==> src/hw/lvdc_pkg.sv <==
package lvdc_pkg;

   // ****************************************************************
   // Register map (byte offsets on the plain register port)
   // ****************************************************************
   localparam int unsigned ADDR_W = 4;
   localparam int unsigned DATA_W = 8;

   localparam logic [3:0] OFS_CONTROL = 4'h0;
   localparam logic [3:0] OFS_FLAG = 4'h1;
   localparam logic [3:0] OFS_IRQ_ENABLE = 4'h2;
   localparam logic [3:0] OFS_IRQ_STATUS = 4'h3;
   localparam logic [3:0] OFS_IRQ_MASK = 4'h4;

   // ****************************************************************
   // Control register fields
   // ****************************************************************
   localparam int unsigned CTRL_LEVEL_LSB = 0;
   localparam int unsigned CTRL_LEVEL_W = 4;
   localparam int unsigned CTRL_ENABLE_BIT = 4;
   localparam int unsigned CTRL_STABLE_BIT = 5;
   localparam logic [7:0] CTRL_WRITE_MASK = 8'h1F;
   localparam logic [7:0] CTRL_RESET = 8'h05;

   localparam logic [3:0] LEVEL_RESERVED = 4'h0;
   localparam logic [3:0] LEVEL_EXTERNAL = 4'hF;
   localparam logic [3:0] TAP_NONE = 4'h0;

   // ****************************************************************
   // Flag, enable and interrupt register fields
   // ****************************************************************
   localparam int unsigned FLAG_LOW_SUPPLY_BIT = 0;
   localparam int unsigned IEN_LOW_SUPPLY_BIT = 0;
   localparam int unsigned IEN_GLOBAL_BIT = 1;
   localparam logic [1:0] IEN_RESET = 2'h0;

   localparam int unsigned IRQ_W = 2;
   localparam int unsigned IRQ_DETECT_BIT = 0;
   localparam int unsigned IRQ_STABLE_BIT = 1;
   localparam logic [1:0] IRQ_RESET = 2'h0;

   localparam int unsigned SYNC_W = 2;

endpackage

==> src/hw/lvdc_top.sv <==
// The address map and the address-and-strobe port were decided locally.
`timescale 1ns/1ps

module lvdc_top
   import lvdc_pkg::*;
(
   // Clock and reset
   input wire logic clk,
   input wire logic rst_n,
   // Register port
   input wire logic [ADDR_W-1:0] addr,
   input wire logic [DATA_W-1:0] wdata,
   input wire logic wr_en,
   input wire logic rd_en,
   output logic [DATA_W-1:0] rdata,
   // Analog side status (asynchronous)
   input wire logic comp_below_async,
   input wire logic ref_ready_async,
   // Core power state
   input wire logic sleep_mode,
   // Analog side control
   output logic detector_power_enable,
   output logic [CTRL_LEVEL_W-1:0] divider_tap_sel,
   output logic external_detect_input_sel,
   // Flags, interrupt and wake
   output logic low_supply_flag,
   output logic irq,
   output logic wake_req,
   output logic wake_to_vector
);

   // ****************************************************************
   // Helper functions
   // ****************************************************************

   // A level code is usable for detection unless it is the reserved code
   function automatic logic level_valid(input logic [CTRL_LEVEL_W-1:0] level);
      level_valid = (level != LEVEL_RESERVED);
   endfunction

   function automatic logic level_external(input logic [CTRL_LEVEL_W-1:0] level);
      level_external = (level == LEVEL_EXTERNAL);
   endfunction

   // ****************************************************************
   // Declarations
   // ****************************************************************
   logic [CTRL_LEVEL_W-1:0] level_reg;
   logic enable_reg;
   logic stable_reg;
   logic [1:0] ien_reg;
   logic [IRQ_W-1:0] istat_reg;
   logic [IRQ_W-1:0] istat_next;
   logic [IRQ_W-1:0] imask_reg;
   logic [SYNC_W-1:0] sync_levels;
   logic comp_below_sync;
   logic ref_ready_sync;
   logic detect_now;
   logic stable_rise;
   logic flag_next;
   logic [DATA_W-1:0] rdata_next;
   logic wr_ctrl;
   logic wr_flag;
   logic rd_istat;

   assign wr_ctrl = wr_en && (addr == OFS_CONTROL);
   assign wr_flag = wr_en && (addr == OFS_FLAG);
   assign rd_istat = rd_en && (addr == OFS_IRQ_STATUS);

   // ****************************************************************
   // Synchronisation of the analog side
   // ****************************************************************

   // Raw comparator output may chatter; only the synchronised copy is used
   lvdc_sync #(
      .WIDTH(SYNC_W)
   ) u_sync (
      .clk(clk),
      .rst_n(rst_n),
      .async_in({ref_ready_async, comp_below_async}),
      .sync_out(sync_levels)
   );

   assign comp_below_sync = sync_levels[0];
   assign ref_ready_sync = sync_levels[1];

   // ****************************************************************
   // Control register
   // ****************************************************************
   always_ff @(posedge clk or negedge rst_n)
   begin
      if (!rst_n)
      begin
         level_reg <= CTRL_RESET[CTRL_LEVEL_LSB +: CTRL_LEVEL_W];
         enable_reg <= CTRL_RESET[CTRL_ENABLE_BIT];
      end
      else if (wr_ctrl)
      begin
         // Bits 7-6 and the stable bit are not stored
         level_reg <= wdata[CTRL_LEVEL_LSB +: CTRL_LEVEL_W];
         enable_reg <= wdata[CTRL_ENABLE_BIT];
      end
   end

   // ****************************************************************
   // Reference stable flag
   // ****************************************************************

   // Follows the analog ready level, so settling time is clock independent
   always_ff @(posedge clk or negedge rst_n)
   begin
      if (!rst_n)
      begin
         stable_reg <= 1'b0;
      end
      else
      begin
         stable_reg <= enable_reg && ref_ready_sync;
      end
   end

   assign stable_rise = enable_reg && ref_ready_sync && !stable_reg;

   // ****************************************************************
   // Detection and low supply flag
   // ****************************************************************

   // Gating on stable keeps settling glitches out of the flag
   assign detect_now = enable_reg && stable_reg && level_valid(level_reg)
                       && comp_below_sync;

   // Detection runs regardless of sleep_mode
   always_comb
   begin
      flag_next = low_supply_flag;
      if (wr_flag && wdata[FLAG_LOW_SUPPLY_BIT])
      begin
         flag_next = 1'b0;
      end
      if (detect_now)
      begin
         // Set beats clear: a persisting low supply keeps the flag up
         flag_next = 1'b1;
      end
   end

   always_ff @(posedge clk or negedge rst_n)
   begin
      if (!rst_n)
      begin
         low_supply_flag <= 1'b0;
      end
      else
      begin
         low_supply_flag <= flag_next;
      end
   end

   // ****************************************************************
   // Interrupt enables, status and mask
   // ****************************************************************
   always_ff @(posedge clk or negedge rst_n)
   begin
      if (!rst_n)
      begin
         ien_reg <= IEN_RESET;
      end
      else if (wr_en && (addr == OFS_IRQ_ENABLE))
      begin
         ien_reg[IEN_LOW_SUPPLY_BIT] <= wdata[IEN_LOW_SUPPLY_BIT];
         ien_reg[IEN_GLOBAL_BIT] <= wdata[IEN_GLOBAL_BIT];
      end
   end

   always_ff @(posedge clk or negedge rst_n)
   begin
      if (!rst_n)
      begin
         imask_reg <= IRQ_RESET;
      end
      else if (wr_en && (addr == OFS_IRQ_MASK))
      begin
         imask_reg <= wdata[IRQ_W-1:0];
      end
   end

   // Read clears; a new event in the same cycle survives
   always_comb
   begin
      istat_next = rd_istat ? IRQ_RESET : istat_reg;
      if (detect_now && !low_supply_flag)
      begin
         istat_next[IRQ_DETECT_BIT] = 1'b1;
      end
      if (stable_rise)
      begin
         istat_next[IRQ_STABLE_BIT] = 1'b1;
      end
   end

   always_ff @(posedge clk or negedge rst_n)
   begin
      if (!rst_n)
      begin
         istat_reg <= IRQ_RESET;
      end
      else
      begin
         istat_reg <= istat_next;
      end
   end

   always_ff @(posedge clk or negedge rst_n)
   begin
      if (!rst_n)
      begin
         irq <= 1'b0;
      end
      else
      begin
         irq <= |(istat_next & imask_reg);
      end
   end

   // ****************************************************************
   // Wake from sleep
   // ****************************************************************

   // Wake needs the source enable; the vector also needs the global enable
   always_ff @(posedge clk or negedge rst_n)
   begin
      if (!rst_n)
      begin
         wake_req <= 1'b0;
         wake_to_vector <= 1'b0;
      end
      else
      begin
         wake_req <= sleep_mode && flag_next && ien_reg[IEN_LOW_SUPPLY_BIT];
         wake_to_vector <= flag_next && ien_reg[IEN_LOW_SUPPLY_BIT]
                           && ien_reg[IEN_GLOBAL_BIT];
      end
   end

   // ****************************************************************
   // Analog side control outputs
   // ****************************************************************
   always_ff @(posedge clk or negedge rst_n)
   begin
      if (!rst_n)
      begin
         detector_power_enable <= 1'b0;
         divider_tap_sel <= TAP_NONE;
         external_detect_input_sel <= 1'b0;
      end
      else
      begin
         detector_power_enable <= enable_reg;
         // Reserved and external codes select no internal tap
         if (level_external(level_reg) || !level_valid(level_reg))
         begin
            divider_tap_sel <= TAP_NONE;
         end
         else
         begin
            divider_tap_sel <= level_reg;
         end
         external_detect_input_sel <= level_external(level_reg);
      end
   end

   // ****************************************************************
   // Read data
   // ****************************************************************
   always_comb
   begin
      rdata_next = '0;
      case (addr)
         OFS_CONTROL:
         begin
            rdata_next[CTRL_LEVEL_LSB +: CTRL_LEVEL_W] = level_reg;
            rdata_next[CTRL_ENABLE_BIT] = enable_reg;
            rdata_next[CTRL_STABLE_BIT] = stable_reg;
         end
         OFS_FLAG:
         begin
            rdata_next[FLAG_LOW_SUPPLY_BIT] = low_supply_flag;
         end
         OFS_IRQ_ENABLE:
         begin
            rdata_next[IEN_GLOBAL_BIT:IEN_LOW_SUPPLY_BIT] = ien_reg;
         end
         OFS_IRQ_STATUS:
         begin
            rdata_next[IRQ_W-1:0] = istat_reg;
         end
         OFS_IRQ_MASK:
         begin
            rdata_next[IRQ_W-1:0] = imask_reg;
         end
         default:
         begin
            rdata_next = '0;
         end
      endcase
   end

   // Data appear only in the cycle after the read strobe
   always_ff @(posedge clk or negedge rst_n)
   begin
      if (!rst_n)
      begin
         rdata <= '0;
      end
      else if (rd_en)
      begin
         rdata <= rdata_next;
      end
      else
      begin
         rdata <= '0;
      end
   end

endmodule

==> src/hw/lvdc_sync.sv <==
`timescale 1ns/1ps

// Two-flop synchroniser for asynchronous analog-side levels
module lvdc_sync #(
   parameter int unsigned WIDTH = 2
) (
   // Clock and reset
   input wire logic clk,
   input wire logic rst_n,
   // Asynchronous levels in, synchronised levels out
   input wire logic [WIDTH-1:0] async_in,
   output logic [WIDTH-1:0] sync_out
);

   // ****************************************************************
   // First stage feeds only the second stage
   // ****************************************************************
   logic [WIDTH-1:0] meta_reg;

   always_ff @(posedge clk or negedge rst_n)
   begin
      if (!rst_n)
      begin
         meta_reg <= '0;
         sync_out <= '0;
      end
      else
      begin
         meta_reg <= async_in;
         sync_out <= meta_reg;
      end
   end

endmodule

==> config.mk <==
export PLATFORM = sky130hd
export DESIGN_NAME = lvdc_top
export DESIGN_NICKNAME = d
export VERILOG_FILES = /design/src/hw/lvdc_pkg.sv /design/src/hw/lvdc_top.sv /design/src/hw/lvdc_sync.sv
export SDC_FILE = /design/constraint.sdc
export NUM_CORES = 1
export LEC_CHECK = 0
export ABC_AREA = 1
export BUFFER_PORTS_ARGS = -buffer_cell sky130_fd_sc_hd__buf_2
export CORE_MARGIN = 3
export CORE_UTILIZATION = 50
export DETAILED_ROUTE_END_ITERATION = 12
export GPL_ROUTABILITY_DRIVEN = 0
export PLACE_DENSITY_LB_ADDON = 0.12
export SYNTH_ARGS = -nofsm -noshare
export SYNTH_HDL_FRONTEND = slang
export SYNTH_SLANG_ARGS = --single-unit
==> constraint.sdc <==
create_clock -name clk -period 1.2 [get_ports clk]
set_input_delay 0.3 -clock clk [delete_from_list [all_inputs] [get_ports clk]]
set_output_delay 0.3 -clock clk [all_outputs]
set_load 0.005 [all_outputs]
; Yosys cells after proc, flatten, opt, wreduce, memory -nomap -nowiden
; Cells that the tools add are included.
[word_totals]
output_inout_bits = 18
ff_bits = 34
word_cells = 55
input_bits = 19
[classes]
n_reduce_logical = 23
n_bitwise = 1
mux = 10
n_eq_ne = 5
[ops]
columns = cell, count
row1 = $logic_and A1 B1 Y1, 16
row2 = $eq A4 B2 Y1 const B, 2
row3 = $mux W4, 2
row4 = $mux W6, 1
row5 = $pmux W1 S5, 1
row6 = $eq A4 B1 Y1 const B, 1
row7 = $eq A4 B3 Y1 const B, 1
row8 = $eq A4 B4 Y1 const B, 1
row9 = $logic_not A4 Y1, 1
row10 = $mux W1, 4
row11 = $pmux W1 S4, 1
row12 = $reduce_bool A4 Y1, 1
row13 = $logic_not A1 Y1, 3
row14 = $and A2 B2 Y2, 1
row15 = $mux W2, 1
row16 = $reduce_or A2 Y1, 1
row17 = $logic_or A1 B1 Y1, 1

; Logic depth before layout (Yosys ltp)
[logic_depth]
word_depth = 7
ltp_mapped = 7
depth_no_buf = 7

; By module
; From an unflattened synthesis, not the netlist that was laid out.
[unflattened]
cells_unflattened = 131
area_unflattened_um2 = 1252.5
[modules_own_cells]
columns = mod, cells_each, seq_area_each_um2, area_each_um2, n_inst
row1 = lvdc_top, 127, 703.2, 1152.4, 1
row2 = lvdc_sync, 4, 100.1, 100.1, 1

; Least setup slack after synthesis
; No wires, ideal clock.
[synth_path]
path_kind = register to register
from = reg level_reg[0]
to = reg wake_to_vector
synth_period_minus_slack_ns = 1.000
setup_ns = 0.071
slack_ns = 0.200
path_buffers = 0
required_ns = 1.129
t_arrival_ns = 0.929
path_stages_with_launch = 7
cell_sequence = dfstp_2 > inv_1 > nand3_1 > nand2_1 > nand2_1 > nand2_1 > nor2_1
[synth_between]
elab_chain_len = 6
[synth_lines]
columns = element, line_no
row1 = "start, declared", lvdc_top.sv:48  ; logic [CTRL_LEVEL_W-1:0] level_reg;
row2 = "start signal, assigned", lvdc_top.sv:94  ; level_reg <= CTRL_RESET[CTRL_LEVEL_LSB +: CTRL_LEVEL_W];
row3 = "start signal, assigned", lvdc_top.sv:100  ; level_reg <= wdata[CTRL_LEVEL_LSB +: CTRL_LEVEL_W];
row4 = $reduce_bool A4 Y1, lvdc_top.sv:38  ; level_valid = (level != LEVEL_RESERVED);
row5 = $logic_and A1 B1 Y1, lvdc_top.sv:129  ; assign detect_now = enable_reg && stable_reg && level_valid(level_reg)
row6 = $logic_and A1 B1 Y1, lvdc_top.sv:130  ; && comp_below_sync;
row7 = $mux W1, lvdc_top.sv:140  ; if (detect_now)
row8 = named net flag_next, lvdc_top.sv:60  ; logic flag_next;
row9 = $logic_and A1 B1 Y1, lvdc_top.sv:240  ; wake_to_vector <= flag_next && ien_reg[IEN_LOW_SUPPLY_BIT]
row10 = $logic_and A1 B1 Y1, lvdc_top.sv:241  ; && ien_reg[IEN_GLOBAL_BIT];
row11 = "end signal, assigned", lvdc_top.sv:240
row12 = "end, declared", lvdc_top.sv:29  ; output logic wake_to_vector
; The timed path passes the listed nets, and every way through them passes these cells.
; A chain may end at the register's enable or synchronous reset.

; Final worst setup path
[layout_path]
from = reg low_supply_flag
to = out low_supply_flag
[layout_lines]
columns = element, line_no
row1 = "start, declared", lvdc_top.sv:26  ; output logic low_supply_flag,
row2 = "start signal, assigned", lvdc_top.sv:155  ; low_supply_flag <= flag_next;
; No word-level cell between the ends.

==> results.yml <==
outcome:
  status: "finished clean"
placement:
  dpl.hpwl_um: 1830
  portBuffers: 31
  dp_slack_ns: -0.0161
  place_inst: 195
power:
  p_per_area_nw_per_um2: 1510
  swShare: 0.291
  switchingPower_uw: 681
  combPwrFrac: 0.186
  intPower_mw: 1.66
  leakagePower_nw: 0.865
  power_frac_seq: 0.580
  pwr-share-clk: 0.234
  vdd_ir_drop_max_v: 0.00109
worst_setup_path:
  criticalPathCategory: "flip-flop to output pin"
  end_kind: "output pin"
  crit_family: "flip-flops"
  cp_max_fo: 2
  crit_buf_inv: 1
  worstPathCellList: "buf_2"
  critPathRequiredTime_ns: 0.90
  start_kind: "flip-flop"
  slowest_stage: "dfrtp_1"
  crit_arrival_ns: 0.84
  slowest_delay_ns: 0.39
layout:
  largest_register_ffs: 6
  regArea_um2: 803
  drive_gt1_frac: 0.295
  multi_input_area_um2: 383
  stdcell_count: 204
  final_nets: 195
  area_growth_pct: 20.8
  mostFrequentLayoutCells: "31 x nand2_1, 31 x buf_2, 30 x dfrtp_1"
  n_antenna_cell: 0
  fillCellCount: 197
routing:
  drtIter0Drc: 15
  drc: 0
  ant_nets: 0
  vias: 1013
  avgRoutedWirePerCell_um: 11.6
  viasPerCell: 4.97
  dr.pass1.iters: 4
  wl_um: 2360
yosys:
  synth_area_per_cell_um2: 9.48
  synth_cells: 135
  synth-seq-cells: 32
  yosys.area.top_type: "dfrtp_1"
  ys_types: 18
  synth_top_area_frac: 0.587
  netlist_area_um2: 1280
  ys_seq_area_frac: 0.628
  yosysWarnings: 0
  synthTopCellsByArea: "dfrtp_1 59%, nand2_1 9.1%, nand3_1 5.9%"
sta:
  fmax_ghz: 0.877
  rsz0062_at_grt: "no"
  setup_slack_ns: 0.0595
  fin_crit_ns: 1.14
  clock_skew_ns: 0.00232
  finalSetupViolCount: 0
  fin_crit_sh: 0.950
  drv_slew: 0
  final-hold-violation-count: 0
clocking:
  insertion_delay_ns: 0.32
  clk_path_buf_depth: 2
  cts.sinks: 32
  clockRootBuffer: "clkbuf_4"
  cts_tree: "yes"
  numCtsBuffers: 5
  clk_pin_slew_ns: 0.09
  cts_max_level: 2
global_route:
  antenna_found_initial: 0
  grt_overflow: 0
  grt_max_degree: 19
  track_usage: 0.177
  grt_pass1_vias: 983
  grt_pass1_wl_um: 4280
job:
  maxCapViolCount: 0
floorplanning:
  die_h_um: 56.6
  die-area_um2: 3200
  rows: 17
  ios: 37
  die_w_um: 56.6
  initial_core_util: 0.552
  core_area_um2: 2320
hold_path:
  hold_class: "input port to flip-flop"
[stage by stage]
stage          cell area [um2]  power [mW]  hold WS, ns   util  TNS [ns]
3_5_place_dp              1480        1.80        0.229  0.640   -0.0204
5_1_grt                   1550        2.52       0.0478  0.667         0
3_3_place_gp              1480        1.78        0.218  0.640         0
4_1_cts                   1540        2.35       0.0662  0.664         0
6_report                  1550        2.34       0.0769  0.667         0
2_1_floorplan             1280        1.59      0.00441      -         0
[final cells by class]
class	count	area share
well taps	28	0.0227
clock inverters	1	0.00324
flip-flops and latches	32	0.519
multi-input cells	82	0.248
inverters	19	0.0461
clock buffers	6	0.0267
repair buffers	36	0.134
[path summary, 6_finish.rpt]
path | start | endpoint | slack (ns) | cells past startpoint
max in group asynchronous | rst_n | level_reg[0] | 0.30 | 3
min in group asynchronous | rst_n | detector_power_enable | 0.42 | 2
worst max-delay path | low_supply_flag | low_supply_flag | 0.06 | 1
worst min register to register | u_sync.meta_reg[1] | u_sync.sync_out[1] | 0.36 | 0
worst min-delay path | ref_ready_async | u_sync.meta_reg[1] | 0.08 | 1
worst max register to register | level_reg[2] | irq | 0.12 | 6
[cells in the mapped netlist (all sizes together)]
| cell | instances |
|---|---|
| nand2 | 32 |
| inv | 19 |
| nor4 | 1 |
| nor2 | 17 |
| dfstp | 2 |
| a31oi | 4 |
| buf | 3 |
| nand4 | 3 |
| o21ai | 6 |
| and3 | 2 |
| conb | 1 |
| dfrtp | 30 |
| nand3 | 15 |
[power groups by stage]
| stage | combinational [mW] | clock [mW] | sequential, mW |
|---|---|---|---|
| floorplan | 0.211 | 0 | 1.38 |
| global placement | 0.397 | 0 | 1.38 |
| detailed placement | 0.413 | 0 | 1.39 |
| CTS | 0.417 | 0.562 | 1.37 |
| global route | 0.508 | 0.633 | 1.38 |
| finish | 0.436 | 0.547 | 1.36 |
[layer usage]
| metal | global-route usage | vias to the layer above | wire length, um |
|---|---|---|---|
| li1 | - | 504 | - |
| met1 | 0.215 | 467 | 982 |
| met2 | 0.284 | 37 | 1140 |
| met3 | 0.0713 | 5 | 195 |
| met4 | 0.0610 | 0 | 44 |
| met5 | 0 | - | 0 |
[cell families (layout without fill, tap and decap cells)]
| logic type | count (synthesis) | after routing | share of synthesized area |
|---|---|---|---|
| AND/OR/NAND/NOR | 70 | 70 | 0.250 |
| flip-flops | 32 | 32 | 0.628 |
| buffers and inverters | 22 | 62 | 0.0762 |
| AO/OA/AOI/OAI | 10 | 10 | 0.0430 |
| other | 1 | 2 | 0.00293 |
[what timing repair did]
action                                  4_1_cts  5_1_grt
hold buffers                                  1        0
buffers inserted                              0        1
resized for setup                             0        0
endpoints found under the setup margin        0        1
endpoints found under the hold margin        13        0
Power figures use the tool's default switching activity.
